<file path="src/shared/lusf_map.vh">
// Purpose: Register offsets, bit positions and reset values of the line
//          unit status and change-flag block.
// Assumes: Byte addresses on a plain 12-bit register port.
// Notes:   Definitions only.
`ifndef LUSF_MAP_VH
`define LUSF_MAP_VH

// ----------------------------------------------------------------------
// Register offsets
// ----------------------------------------------------------------------
`define LUSF_ADDR_W 12
`define LUSF_OFS_IRQ_ENABLE 12'hf04
`define LUSF_OFS_LIVE_STATUS 12'hf05
`define LUSF_OFS_CHANGE_FLAGS 12'hf06
`define LUSF_OFS_CTRL 12'hf10
`define LUSF_OFS_IRQ_STATUS 12'hf11
`define LUSF_OFS_IRQ_MASK 12'hf12

// ----------------------------------------------------------------------
// Bit positions (shared by live status and change flags; single rail is a ctrl bit)
// ----------------------------------------------------------------------
`define LUSF_BIT_PATTERN 0
`define LUSF_BIT_SIGLOSS 1
`define LUSF_BIT_AIS 2
`define LUSF_BIT_LOOP 3
`define LUSF_BIT_VIOL 4
`define LUSF_BIT_FIFO 5
`define LUSF_BIT_DRIVE 6
`define LUSF_BIT_RSVD 7
`define LUSF_BIT_SINGLE_RAIL 0

// ----------------------------------------------------------------------
// Reset values and masks
// ----------------------------------------------------------------------
`define LUSF_RST_BYTE 8'h00
`define LUSF_RST_CTRL 8'h01
`define LUSF_FLAG_MASK 8'h7f
`define LUSF_ENABLE_MASK 8'h03
`define LUSF_IRQ_SRC_MASK 8'h03

`endif

</file>
<file path="src/hw/lusf_edge.v">
// Purpose: Registers a group of status levels and reports any change.
// Assumes: Inputs synchronous to i_clock.
// Notes:   o_change is a one-cycle pulse per bit.
`timescale 1ns/1ps

module lusf_edge #(
    parameter WIDTH = 8
) (
    input wire i_clock,
    input wire i_reset,
    input wire [WIDTH-1:0] i_level,
    output reg [WIDTH-1:0] o_level,
    output wire [WIDTH-1:0] o_change
);

// ----------------------------------------------------------------------
// Level capture
// ----------------------------------------------------------------------

// Holds the previous level so each transition is seen once
always @(posedge i_clock or posedge i_reset) begin
    if (i_reset) begin
        o_level <= {WIDTH{1'b0}};
    end else begin
        o_level <= i_level;
    end
end

// Either direction counts as a change
assign o_change = o_level ^ i_level;

endmodule // lusf_edge

</file>
<file path="src/hw/lusf_flags.v">
// Purpose: Sticky flags set by hardware, cleared by a clear vector.
// Assumes: Set and clear may arrive in the same cycle.
// Notes:   Set wins over clear so no event is lost.
`timescale 1ns/1ps

module lusf_flags #(
    parameter WIDTH = 8
) (
    input wire i_clock,
    input wire i_reset,
    input wire [WIDTH-1:0] i_set,
    input wire [WIDTH-1:0] i_clear,
    output reg [WIDTH-1:0] o_flags
);

// ----------------------------------------------------------------------
// Sticky storage
// ----------------------------------------------------------------------

// Clear first, then set, giving set priority
always @(posedge i_clock or posedge i_reset) begin
    if (i_reset) begin
        o_flags <= {WIDTH{1'b0}};
    end else begin
        o_flags <= (o_flags & ~i_clear) | i_set;
    end
end

endmodule // lusf_flags

</file>
<file path="src/hw/lusf_top.v">
// Purpose: Per-channel line unit live status, reset-on-read change flags
//          and interrupt output.
// Assumes: Status inputs synchronous to i_clock; one channel instance.
// Notes:   Read data appear the cycle after the read strobe, only then.
//          Change flags see every edge of every status bit in single rail mode; the
//          enables only decide which edges reach the interrupt.
`timescale 1ns/1ps
`include "lusf_map.vh"

// Function
// - Signal loss bit reflects live defect
// - Signal loss change interrupts when enabled
// - Pattern lock bit reflects live lock
// - Pattern lock change interrupts when enabled
// - Flags work only in single rail mode
// - Change flags clear on register read
// - Drive monitor change sets bit six
// - FIFO limit change sets bit five
// - Line violation change sets bit four
// - Loop code change sets bit three
module lusf_top (
    input wire i_clock,
    input wire i_reset,
    input wire [11:0] i_addr,
    input wire [7:0] i_wdata,
    input wire i_write,
    input wire i_read,
    input wire i_rx_signal_loss_status,
    input wire i_pattern_lock_status,
    input wire i_ais_status,
    input wire i_loop_code_detect_status,
    input wire i_line_violation_status,
    input wire i_fifo_limit_status,
    input wire i_drive_monitor_status,
    output reg [7:0] o_rdata,
    output reg o_irq
);

// ----------------------------------------------------------------------
// Declarations
// ----------------------------------------------------------------------
reg [7:0] irq_enable;
reg [7:0] irq_mask;
reg [7:0] ctrl;
wire [7:0] raw_status;
wire [7:0] live_status;
wire [7:0] status_change;
wire [7:0] change_flags;
wire [7:0] irq_status;
wire [7:0] flag_set;
wire [7:0] flag_clear;
wire [7:0] irq_set;
wire [7:0] irq_clear;
wire single_rail;
reg [7:0] next_rdata;
wire rx_signal_loss_status;
wire pattern_lock_status;
wire ais_status;
wire loop_code_detect_status;
wire line_violation_status;
wire fifo_limit_status;
wire drive_monitor_status;
wire pattern_lock_change_flag;
wire signal_loss_change_flag;
wire ais_change_flag;
wire loop_code_change_flag;
wire line_violation_change_flag;
wire fifo_limit_change_flag;
wire drive_monitor_change_flag;
wire signal_loss_irq_enable;
wire pattern_lock_irq_enable;
wire [7:0] live_view;
wire [7:0] flag_view;

// Exact byte-address hit for a given offset
function hit;
    input [11:0] addr;
    input [11:0] ofs;
    begin
        hit = (addr == ofs);
    end
endfunction

// Places the seven event bits at their register positions. One packer
// serves pins, live view and flag view, so the layouts cannot drift.
function [7:0] pack_bits;
    input pattern;
    input sigloss;
    input ais;
    input loop;
    input viol;
    input fifo;
    input drive;
    begin
        pack_bits = `LUSF_RST_BYTE;
        pack_bits[`LUSF_BIT_PATTERN] = pattern;
        pack_bits[`LUSF_BIT_SIGLOSS] = sigloss;
        pack_bits[`LUSF_BIT_AIS] = ais;
        pack_bits[`LUSF_BIT_LOOP] = loop;
        pack_bits[`LUSF_BIT_VIOL] = viol;
        pack_bits[`LUSF_BIT_FIFO] = fifo;
        pack_bits[`LUSF_BIT_DRIVE] = drive;
    end
endfunction

// ----------------------------------------------------------------------
// Status capture
// ----------------------------------------------------------------------

// Bit 7 tied low so it never reports or flags anything
// Pins are taken as synchronous already; no extra stage is spent here
assign raw_status = pack_bits(i_pattern_lock_status,
                              i_rx_signal_loss_status,
                              i_ais_status,
                              i_loop_code_detect_status,
                              i_line_violation_status,
                              i_fifo_limit_status,
                              i_drive_monitor_status);

lusf_edge #(
    .WIDTH(8)
) u_edge (
    .i_clock(i_clock),
    .i_reset(i_reset),
    .i_level(raw_status),
    .o_level(live_status),
    .o_change(status_change)
);

// ----------------------------------------------------------------------
// Named bit views
// ----------------------------------------------------------------------

// Registered levels; software sees the pins one cycle late, which is
// also the instant the change flag for that edge is set
assign pattern_lock_status = live_status[`LUSF_BIT_PATTERN];
assign rx_signal_loss_status = live_status[`LUSF_BIT_SIGLOSS];
assign ais_status = live_status[`LUSF_BIT_AIS];
assign loop_code_detect_status = live_status[`LUSF_BIT_LOOP];
assign line_violation_status = live_status[`LUSF_BIT_VIOL];
assign fifo_limit_status = live_status[`LUSF_BIT_FIFO];
assign drive_monitor_status = live_status[`LUSF_BIT_DRIVE];

assign live_view = pack_bits(pattern_lock_status,
                             rx_signal_loss_status,
                             ais_status,
                             loop_code_detect_status,
                             line_violation_status,
                             fifo_limit_status,
                             drive_monitor_status);

// ----------------------------------------------------------------------
// Change flags
// ----------------------------------------------------------------------

assign single_rail = ctrl[`LUSF_BIT_SINGLE_RAIL];

assign flag_set = single_rail ?
                  (status_change & `LUSF_FLAG_MASK) | 
                  (status_change & `LUSF_IRQ_SRC_MASK) :
                  `LUSF_RST_BYTE;

assign flag_clear = (i_read && hit(i_addr, `LUSF_OFS_CHANGE_FLAGS)) ?
                    8'hff : `LUSF_RST_BYTE;

lusf_flags #(
    .WIDTH(8)
) u_change (
    .i_clock(i_clock),
    .i_reset(i_reset),
    .i_set(flag_set),
    .i_clear(flag_clear),
    .o_flags(change_flags)
);

// reserved bit reads zero
// Rebuilt from the named flags, so bit 7 reads zero whatever is stored
assign pattern_lock_change_flag = change_flags[`LUSF_BIT_PATTERN];
assign signal_loss_change_flag = change_flags[`LUSF_BIT_SIGLOSS];
assign ais_change_flag = change_flags[`LUSF_BIT_AIS];
assign loop_code_change_flag = change_flags[`LUSF_BIT_LOOP];
assign line_violation_change_flag = change_flags[`LUSF_BIT_VIOL];
assign fifo_limit_change_flag = change_flags[`LUSF_BIT_FIFO];
assign drive_monitor_change_flag = change_flags[`LUSF_BIT_DRIVE];
assign flag_view = pack_bits(pattern_lock_change_flag,
                             signal_loss_change_flag,
                             ais_change_flag,
                             loop_code_change_flag,
                             line_violation_change_flag,
                             fifo_limit_change_flag,
                             drive_monitor_change_flag);

// ----------------------------------------------------------------------
// Interrupt status
// ----------------------------------------------------------------------

// Named enable bits; the other enable bits never store
assign signal_loss_irq_enable = irq_enable[`LUSF_BIT_SIGLOSS];
assign pattern_lock_irq_enable = irq_enable[`LUSF_BIT_PATTERN];

// pattern lock event
// Only the two live-status sources may raise the interrupt; flags of
// the other sources are polled by software
assign irq_set = pack_bits(flag_set[`LUSF_BIT_PATTERN] &
                           pattern_lock_irq_enable,
                           flag_set[`LUSF_BIT_SIGLOSS] &
                           signal_loss_irq_enable,
                           1'b0,
                           1'b0,
                           1'b0,
                           1'b0,
                           1'b0);

// Write one to clear
assign irq_clear = (i_write && hit(i_addr, `LUSF_OFS_IRQ_STATUS)) ?
                   i_wdata : `LUSF_RST_BYTE;

lusf_flags #(
    .WIDTH(8)
) u_irq (
    .i_clock(i_clock),
    .i_reset(i_reset),
    .i_set(irq_set),
    .i_clear(irq_clear),
    .o_flags(irq_status)
);

// ----------------------------------------------------------------------
// Writable registers
// ----------------------------------------------------------------------

// Only implemented bits store; the rest read zero
always @(posedge i_clock or posedge i_reset) begin
    if (i_reset) begin
        irq_enable <= `LUSF_RST_BYTE;
        irq_mask <= `LUSF_RST_BYTE;
        ctrl <= `LUSF_RST_CTRL;
    end else if (i_write) begin
        if (hit(i_addr, `LUSF_OFS_IRQ_ENABLE)) begin
            irq_enable <= i_wdata & `LUSF_ENABLE_MASK;
        end
        if (hit(i_addr, `LUSF_OFS_IRQ_MASK)) begin
            irq_mask <= i_wdata & `LUSF_IRQ_SRC_MASK;
        end
        if (hit(i_addr, `LUSF_OFS_CTRL)) begin
            ctrl <= i_wdata & `LUSF_RST_CTRL;
        end
    end
end

// ----------------------------------------------------------------------
// Read path
// ----------------------------------------------------------------------

// Unmapped offsets and idle cycles give zero, so no answer lingers
// live signal loss
always @* begin
    next_rdata = `LUSF_RST_BYTE;
    if (i_read) begin
        case (i_addr)
            `LUSF_OFS_IRQ_ENABLE: next_rdata = irq_enable;
            `LUSF_OFS_LIVE_STATUS: next_rdata = live_view;
            `LUSF_OFS_CHANGE_FLAGS: next_rdata = flag_view;
            `LUSF_OFS_CTRL: next_rdata = ctrl;
            `LUSF_OFS_IRQ_STATUS: next_rdata = irq_status;
            `LUSF_OFS_IRQ_MASK: next_rdata = irq_mask;
            default: next_rdata = `LUSF_RST_BYTE;
        endcase
    end
end

// Data stand one cycle only, zero otherwise
always @(posedge i_clock or posedge i_reset) begin
    if (i_reset) begin
        o_rdata <= `LUSF_RST_BYTE;
    end else begin
        o_rdata <= next_rdata;
    end
end

// Level interrupt; one cycle behind status by design
always @(posedge i_clock or posedge i_reset) begin
    if (i_reset) begin
        o_irq <= 1'b0;
    end else begin
        o_irq <= |(irq_status & irq_mask);
    end
end

endmodule // lusf_top

</file>
<file path="config.mk">
export PLATFORM = sky130hd
export DESIGN_NAME = lusf_top
export DESIGN_NICKNAME = d
export VERILOG_FILES = /design/src/hw/lusf_edge.v /design/src/hw/lusf_flags.v /design/src/hw/lusf_top.v
export VERILOG_INCLUDE_DIRS = /design/src /design/src/shared
export SDC_FILE = /design/constraint.sdc
export NUM_CORES = 1
export LEC_CHECK = 0
export BUFFER_PORTS_ARGS = -buffer_cell sky130_fd_sc_hd__buf_4
export CAP_MARGIN = 30
export CORE_ASPECT_RATIO = 0.75
export CORE_MARGIN = 1
export CORE_UTILIZATION = 35
export DETAILED_ROUTE_END_ITERATION = 10
export SLEW_MARGIN = 20
export SYNTH_ARGS = -nofsm -noshare
export SYNTH_HDL_FRONTEND = slang
export SYNTH_HIERARCHICAL = 1
export SYNTH_SLANG_ARGS = --single-unit
</file>
<file path="constraint.sdc">
create_clock -name i_clock -period 1.3 [get_ports i_clock]
set_input_delay 0.065 -clock i_clock [delete_from_list [all_inputs] [get_ports i_clock]]
set_output_delay 0.065 -clock i_clock [all_outputs]
set_load 0.02 [all_outputs]
</file>
==> summary.txt, run 1 <==
Critical path
  • CP required: 1.47 ns
  • CP startpoint: i_addr[5]
  • Critical path peak fanout: 8
  • Crit path largest cell delay: 0.31 ns
  • CP cell instances: buf_4 > nor3_2 > and3_2 > and3_1 > and2_1 > inv_1 > a21o_1
  • WS Path Type: in -> reg
  • Worst Path Buf+Inv: 2
  • CP delay by family, top: simple AND/OR/NAND/NOR gates
  • Slowest CP cell: and3_1
  • R2R Path Start: irq_mask[1]$_DFFE_PP0P_
  • Setup crit end kind: register
  • CP startpoint kind: input pin
  • Worst endpoint data arrival time: 1.29 ns

Power and ir drop
  • Pwr dens: 1030 nW/um2
  • Sw frac: 21.7%
  • Pwr Total: 2.34 mW
  • LEAKAGE: 1.15 nW
  • Internal power: 1.84 mW
  • Clock network power share: 41.1%
  • Sequential power share: 49.5%
  • Logic gate share of total power: 9.5%
  • NetSw: 510 uW
  • Maximum VDD drop: 552 uV

Placement
  • GP Congestion: 0.805
  • Port bufs: 39
  • Detail Placement HPWL: 2920 um

Min path
  • Worst hold path type: in -> reg
  • Hold Path Origin: i_wdata[0]

Clock network
  • CTS root buffer: clkbuf_8
  • CTS tree: yes
  • Post-cts sizing count: 0
  • H-tree levels: 2
  • CTS Buffer Depth: 2
  • Reg clk slew, reported paths: 0.07 ns
  • Clock sinks: 36
  • Clk Latency, worst-skew pair: 0.28 ns
  • Total CTS buffers: 5

STA
  • Clock Skews: 0.00581 ns
  • Fin Hold WS: 0.0178 ns
  • Least-Margin Pin Slew: 0.574 ns
  • Period utilization: 86.1%
  • Final Hold Fails: 0
  • Slew Limit Fails: 0
  • Relative max-transition margin: 61.7%
  • Finish-stage setup viols: 0
  • Max Freq: 893 MHz
  • Minimum clock period: 1.12 ns
  • Unrepaired setup endpoints after global routing: no

Routing
  • Via count: 1251
  • Final WL: 3730 um
  • Via/cell ratio: 4.62
  • First-pass detailed-route iteration total: 4
  • Avg WL per Cell: 13.8 um
  • Final ANT Viol Nets: 0
  • Remaining routing DRC violations: 0
  • DRT iter0 DRCs: 76

Floorplanning
  • Initial Utilization: 37.3%
  • Row count: 21
  • Die ar.: 5130 um2
  • Die X: 82.3 um
  • Die Ht: 62.3 um
  • I/O Pins: 40
  • Core Area: 4550 um2

Layout
  • Filler instances: 414
  • Final-stage net count: 244
  • Ratio of cells with drive above 1 in the final layout: 30.8%
  • Synth-to-Final Area Change: 34.4%
  • Final antenna diode count: 0

Global routing
  • Initial antenna violation count: 0
  • First-pass GRT wire length: 6080 um
  • Gr usage total: 16.2%
  • Largest net degree at the start of global routing: 15
  • Overflow after GRT: 0
  • Vias in the first global route: 1226

Job
  • # Max-Cap Violations: 0

Yosys
  • Syn_area_per_cell: 11.0 um2
  • Cell count after synthesis: 154
  • Synth Warn #: 6
  • Mapped Area: 1690 um2

Run status
  • Status: finished clean
-- layout by cell type (no fill, tap or decap), drive strengths merged --
cell type	count
nor3b	1
a32oi	1
clkbuf	5
buf	45
a21o	15
nand4	1
dlygate4sd3	8
a22o	9
dfrtp	35
nor3	1
a31oi	1
nor2	7
nand2	4
and3	5
nand4b	1
xor2	7
bufinv	1
a22oi	5
a21oi	1
and2b	2
clkinv	1
nand3	4
conb	6
clkinvlp	1
and2	15
nor2b	1
o21ai	1
and3b	1
mux2	7
dfstp	1
and4	1
or3	1
inv	19
-- per-stage QoR --
step / worst slack (ns) / instance area, um2 / setup TNS (ns) / instances / util, %
after floorplan: 0.0687 / 1710 / 0 / 159 / -
after global placement: -0.0406 / 2090 / -0.262 / 255 / 45.9
after detailed placement: -0.113 / 2090 / -0.709 / 255 / 45.9
after CTS: 0.173 / 2280 / 0 / 271 / 50.1
after global routing: 0.0763 / 2280 / 0 / 271 / 50.1
final: 0.181 / 2280 / 0 / 271 / 50.1
-- sequential cells by signal, summed over array words and instances (netlist names) --
register          count
ctrl                  1
irq_enable            2
o_rdata               8
u_irq/o_flags         8
u_change/o_flags      7
o_irq                 1
u_edge/o_level        7
irq_mask              2
-- worst reg2reg max path: cells and delay by family (launching register included) --
family	cells	cell delay (ns)
DFF	1	0.41
AOI/OAI and AO/OA	3	0.55
-- per-layer routing --
layer	global-route usage (%)	wire, um
met1	23.6	1880
met2	23.1	1650
met3	3.97	172
met4	5.92	24
met5	0	0
-- power by group through the flow --
stage | clock network (mW) | registers, mW | logic, mW
final | 0.963 | 1.16 | 0.222
after global routing | 1.04 | 1.16 | 0.245
after CTS | 0.997 | 1.16 | 0.223
after detailed placement | 0 | 1.18 | 0.204
after global placement | 0 | 1.18 | 0.196
after floorplan | 0 | 1.18 | 0.0936
-- final timing paths --
| path | end | slack (ns) | cells past startpoint |
|---|---|---|---|
| setup / recovery | u_irq/o_flags[6]$_DFF_PP0_ | 0.18 | 7 |
| hold / removal | irq_enable[0]$_DFFE_PP0P_ | 0.02 | 2 |
| setup reg to reg | o_rdata[1]$_DFF_PP0_ | 0.23 | 3 |
| hold reg to reg | u_change/o_flags[5]$_DFF_PP0_ | 0.48 | 1 |
| max in group asynchronous | o_rdata[4]$_DFF_PP0_ | 0.50 | 3 |
| min in group asynchronous | u_edge/o_level[1]$_DFF_PP0_ | 0.29 | 3 |
-- timing repair --
action	in CTS	in global routing
hold buffers	8	0
hold endpoints to repair	42	0
endpoints found under the setup margin	0	0
setup buffers	0	0
-- final cells by class --
| type | count | area (um2) | area share, % |
|---|---|---|---|
| Tap cell | 57 | 71.3 | 3.13 |
| Timing Repair Buffer | 53 | 418 | 18.4 |
| Clock buffer | 5 | 68.8 | 3.02 |
| Clock inverter | 3 | 42.5 | 1.87 |
| Inverter | 19 | 71.3 | 3.13 |
| Multi-Input combinational cell | 98 | 703 | 30.9 |
| Sequential cell | 36 | 902 | 39.6 |
No activity file was read; power rests on OpenSTA's default activity.
==> run 2, diff against run 1 <==
ABC_AREA = 1   (was not set)
==> run 2 against run 1 <==
Against the previous run: area after synthesis increased by 13%; via count grew 31%; core utilization shrank 0.44 points; global-route usage rose by 0.56 points; worst setup slack gained 0.057 ns; cell count up 54%; first-iteration DRC count rose by 5.3%; total power up 0.56%; critical path type is now reg -> reg.
==> summary.txt, run 2 <==
Layout
  • Most frequent cells in the layout: nand2_1, inv_1, buf_4
  • Largest regs: o_rdata (8), u_irq/o_flags (8)
  • Final-stage net count: 374
  • Final antenna diode count: 0
  • Synth-to-Final Area Change: 31.4%
  • Filler instances: 539
  • Ratio of cells with drive above 1 in the final layout: 17.2%
  • Commonest non-fill, non-tap cell in the layout: nand2_1

Global routing
  • Overflow after GRT: 0
  • Largest net degree at the start of global routing: 15
  • First-pass GRT wire length: 7180 um
  • Gr usage total: 16.8%
  • Initial antenna violation count: 0
  • Vias in the first global route: 1500

Placement
  • GP Congestion: 0.843
  • Port bufs: 39
  • Detail Placement HPWL: 3350 um

Power and ir drop
  • Clock network power share: 41.1%
  • Pwr dens: 938 nW/um2
  • NetSw: 531 uW
  • Maximum VDD drop: 547 uV
  • Sequential power share: 49.8%
  • Logic gate share of total power: 9.2%
  • LEAKAGE: 1.41 nW
  • Sw frac: 22.5%
  • Internal power: 1.83 mW
  • Pwr Total: 2.36 mW

Yosys
  • Syn_area_per_cell: 6.76 um2
  • Cell count after synthesis: 283
  • Mapped Area: 1910 um2
  • Synth Warn #: 6

Critical path
  • Flop-to-flop setup slack: 0.24 ns
  • CP startpoint: ctrl[0]$_DFFE_PP1P_
  • Worst endpoint data arrival time: 1.27 ns
  • CP delay by family, top: flip-flops
  • CP required: 1.51 ns
  • Levels on crit path: 4
  • Worst Path Buf+Inv: 0
  • WS Path Type: reg -> reg
  • Slowest CP cell: dfstp_2
  • R2R Path Start: ctrl[0]$_DFFE_PP1P_
  • CP startpoint kind: register
  • Crit path largest cell delay: 0.64 ns
  • RR Endpoint: o_rdata[0]$_DFF_PP0_
  • Cells on worst reg2reg path: 4
  • Setup crit end kind: register
  • End point of the critical path: o_rdata[0]$_DFF_PP0_
  • CP cell instances: nand3_1 > nand3_1 > nor2_1 > nor2_1
  • Critical path peak fanout: 9

Floorplanning
  • I/O Pins: 40
  • Die X: 87.4 um
  • Initial Utilization: 37.8%
  • Row count: 22
  • Die Ht: 66.1 um
  • Core Area: 5060 um2
  • Die ar.: 5770 um2

Clock network
  • H-tree levels: 2
  • Clock sinks: 36
  • Post-cts sizing count: 0
  • CTS root buffer: clkbuf_8
  • CTS Buffer Depth: 2
  • Clk Latency, worst-skew pair: 0.28 ns
  • Post-CTS Setup Inserts: 0
  • Reg clk slew, reported paths: 0.08 ns
  • CTS tree: yes
  • Total CTS buffers: 5

Routing
  • DRT iter0 DRCs: 80
  • First-pass detailed-route iteration total: 4
  • Avg WL per Cell: 10.1 um
  • Via/cell ratio: 3.95
  • Final ANT Viol Nets: 0
  • Remaining routing DRC violations: 0
  • Final WL: 4200 um
  • Via count: 1645

STA
  • Final Hold Fails: 0
  • Slew Limit Fails: 0
  • Relative max-transition margin: 62.8%
  • Fin Hold WS: 0.0460 ns
  • Clock Skews: 0.00737 ns
  • Minimum clock period: 1.06 ns
  • Max Freq: 941 MHz
  • Period utilization: 81.8%
  • Finish-stage setup viols: 0
  • Unrepaired setup endpoints after global routing: no
  • Least-Margin Pin Slew: 0.557 ns
  • Setup TNS: 0 ns

Min path
  • Worst hold path type: in -> reg

Job
  • # Max-Cap Violations: 0

Run status
  • Status: finished clean
-- run 2: how the worst min path moves through the flow --
stage               cells after the start  slack (ns)                       endpoint  startpoint
floorplan                               1       -0.13  u_change/o_flags[0]$_DFF_PP0_     i_reset
global placement                        2        0.05  u_change/o_flags[5]$_DFF_PP0_     i_reset
detailed placement                      2        0.05  u_change/o_flags[5]$_DFF_PP0_     i_reset
CTS                                     3        0.03           o_rdata[0]$_DFF_PP0_      i_read
global route                            3        0.04           o_rdata[0]$_DFF_PP0_      i_read
finish                                  3        0.05           o_rdata[0]$_DFF_PP0_      i_read
-- run 2: tightest hold or removal path: cells and delay by family --
kind / cells / cell delay [ns]
buffers and inverters: 2 / 0.18
and+or+nand+nor: 1 / 0.05
-- run 2: per-layer routing --
layer	vias to the layer above	routed length, um	track usage [%]
li1	920	-	-
met1	695	2260	24.1
met2	28	1770	25.1
met3	2	159	4.49
met4	0	19	3.69
met5	-	0	0
-- run 2: layout make-up --
type                       instances  area (um2)  share of cell area [%]
clock buffer                       6        72.6                    2.89
clock inverter                     2        35.0                    1.39
inverter                          81         304                    12.1
multi-input combinational        170         723                    28.8
sequential                        36         902                    35.9
tap                               72        90.1                    3.58
timing repair buffer              49         388                    15.4
-- run 2: metrics by stage --
| stage | utilization [%] | worst slack (ns) | instances | cell area, um2 |
|---|---|---|---|---|
| floorplan | - | 0.195 | 288 | 1930 |
| global placement | 45.9 | 0.0680 | 400 | 2330 |
| detailed placement | 45.9 | 0.0516 | 400 | 2330 |
| CTS | 49.7 | 0.251 | 416 | 2510 |
| global route | 49.7 | 0.146 | 416 | 2510 |
| finish | 49.7 | 0.237 | 416 | 2510 |
-- run 2: repair_timing --
action | in CTS | in global routing
endpoints found under the hold margin | 42 | 0
hold buffers | 8 | 0
setup endpoints to repair | 0 | 0
-- run 2: power by group through the flow --
stage	registers, mW	clock network (mW)	logic (mW)
final	1.17	0.968	0.217
after global routing	1.18	1.05	0.249
after CTS	1.17	0.997	0.220
after detailed placement	1.20	0	0.200
after global placement	1.19	0	0.197
after floorplan	1.19	0	0.0983
==> run 3, diff against run 2 <==
clock period = 0.9 ns   (was 1.3 ns; I/O delays follow)
==> run 3 against run 2 <==
Against the previous run: critical path depth grew 1; non-clock buffer count grew 9; global-route usage shrank 0.077 points; worst setup slack lost 0.34 ns; flip-flop and latch count is the same; core utilization grew 3.5 points; via count grew 5.7%; sequential share of layout area shrank 2.4 points; highest routed layer unchanged; register-to-register slack lost 0.34 ns; the run now ends with negative setup slack left; routed wire length grew 3.2%; die area is the same.
==> summary.txt, run 3 (synthesis gave the netlist of run 2 again) <==
Floorplanning
  • I/O Pins: 40
  • Die ar.: 5770 um2
  • Die Ht: 66.1 um
  • Row count: 22
  • Core Area: 5060 um2
  • Die X: 87.4 um
  • Initial Utilization: 37.8%

STA
  • Unrepaired setup endpoints after global routing: yes
  • Finish-stage setup viols: 10
  • Period utilization: 111%
  • Clock Skews: 0.00577 ns
  • Max Freq: 1000 MHz
  • Slew Limit Fails: 0
  • Final Hold Fails: 0
  • Minimum clock period: 1.00 ns
  • Final worst slack: -0.100 ns

Placement
  • GP Congestion: 0.870
  • Detail Placement HPWL: 3430 um
  • Port bufs: 39
  • Post-Place Cell Area: 2430 um2

Min path
  • Hold Path Cell Cnt: 3
  • Hold Path Origin: i_read
  • Worst hold path type: in -> reg
  • Endpoint of the worst hold path: o_rdata[0]$_DFF_PP0_

Global routing
  • Largest net degree at the start of global routing: 15
  • Overflow after GRT: 0
  • Gr usage total: 16.7%
  • First-pass GRT wire length: 7190 um
  • Initial antenna violation count: 0
  • Vias in the first global route: 1600

Routing
  • Remaining routing DRC violations: 0
  • DRT iter0 DRCs: 103
  • First-pass detailed-route iteration total: 4
  • Via/cell ratio: 4.09
  • Final WL: 4340 um
  • Via count: 1739
  • Final ANT Viol Nets: 0
  • Avg WL per Cell: 10.2 um

Critical path
  • Worst endpoint data arrival time: 1.21 ns
  • RR Endpoint: u_change/o_flags[2]$_DFF_PP0_
  • CP required: 1.11 ns
  • Cells on worst reg2reg path: 5
  • Setup crit end kind: register
  • Flop-to-flop setup slack: -0.10 ns
  • WS Path Type: reg -> reg
  • R2R Path Start: ctrl[0]$_DFFE_PP1P_
  • Crit path largest cell delay: 0.62 ns
  • Slowest CP cell: dfstp_2
  • CP cell instances: buf_6 > nand2_1 > inv_1 > inv_1 > nand2_1
  • CP startpoint kind: register
  • Critical path peak fanout: 5

Power and ir drop
  • Maximum VDD drop: 1050 uV
  • LEAKAGE: 1.47 nW
  • Pwr dens: 1200 nW/um2

Clock network
  • CTS Buffer Depth: 2
  • Reg clk slew, reported paths: 0.07 ns
  • H-tree levels: 2
  • CTS root buffer: clkbuf_8
  • Clk Latency, worst-skew pair: 0.28 ns
  • Total CTS buffers: 5
  • Clock sinks: 36
  • CTS tree: yes

Layout
  • Finished Cell Area: 2690 um2
  • Most frequent cells in the layout: nand2_1, inv_1, buf_4
  • Synth-to-Final Area Change: 40.7%
  • Ratio of cells with drive above 1 in the final layout: 28.0%
  • Core Util, Final: 53.2%
  • Commonest non-fill, non-tap cell in the layout: nand2_1
  • Final antenna diode count: 0
  • Final-stage net count: 383
  • Largest regs: o_rdata (8), u_irq/o_flags (8)

Run status
  • Status: finished, violations left
  • Failing checks: negative setup slack

Job
  • # Max-Cap Violations: 0
## run 3: cell types whose count changed in the layout (fill, tap and decap cells not counted), sizes merged
cell    previous run  this run
bufinv             1         0
clkinv             1         0
clkbuf             6         8
buf               41        50
## run 3: what timing repair did
action	CTS	global route
resized for setup	4	27
setup endpoints to repair	10	25
buffers inserted	0	1
hold buffers	8	0
endpoints found under the hold margin	42	0
pin swaps	10	7
## run 3: how the worst max path moves through the flow
stage / startpoint / to / slack [ns] / depth (start not counted)
6_report: ctrl[0]$_DFFE_PP1P_ / u_change/o_flags[2]$_DFF_PP0_ / -0.10 / 5
5_1_grt: ctrl[0]$_DFFE_PP1P_ / u_change/o_flags[5]$_DFF_PP0_ / -0.15 / 5
4_1_cts: ctrl[0]$_DFFE_PP1P_ / u_irq/o_flags[0]$_DFF_PP0_ / -0.10 / 4
3_5_place_dp: i_addr[5] / o_rdata[5]$_DFF_PP0_ / -0.26 / 8
3_3_place_gp: i_addr[5] / o_rdata[5]$_DFF_PP0_ / -0.28 / 8
2_1_floorplan: ctrl[0]$_DFFE_PP1P_ / o_rdata[0]$_DFF_PP0_ / -0.04 / 5
## run 3: stage by stage
step	setup WS, ns	hold WS (ns)	setup TNS [ns]	power (mW)	std cells
floorplan	-0.0423	-0.152	-0.173	1.87	288
global route	-0.150	0.0486	-1.30	3.38	425
global placement	-0.277	0.0239	-5.31	2.04	408
CTS	-0.102	0.0357	-0.665	3.23	424
detailed placement	-0.257	0.0211	-5.41	2.05	408
finish	-0.100	0.0504	-0.733	3.22	425
## run 3: layout make-up
class	count	area, um2
fill	528	2370
sequential	36	902
multi-input combinational	170	828
timing repair buffer	58	474
inverter	81	309
clock buffer	8	90.1
tap	72	90.1
## run 3: power by group
| part | internal [mW] | switching, mW | leakage (nW) |
|---|---|---|---|
| Clock | 0.624 | 0.526 | 0.0455 |
| Sequential | 1.66 | 0.0353 | 0.450 |
| Combinational | 0.181 | 0.189 | 0.970 |
## run 3: metal layers
metal,share of wire (%),vias to the layer above,global-route usage (%)
met5,0,-,0
met4,0.60,0,4.30
met3,5.8,4,5.24
met2,40,42,23.8
met1,54,756,24.3
li1,-,937,-
## run 3: worst max-delay path: cells and delay by family (launching register included)
kind	cells	cell delay [ns]
DFF	1	0.62
buffers and inverters	3	0.22
and+or+nand+nor	2	0.09
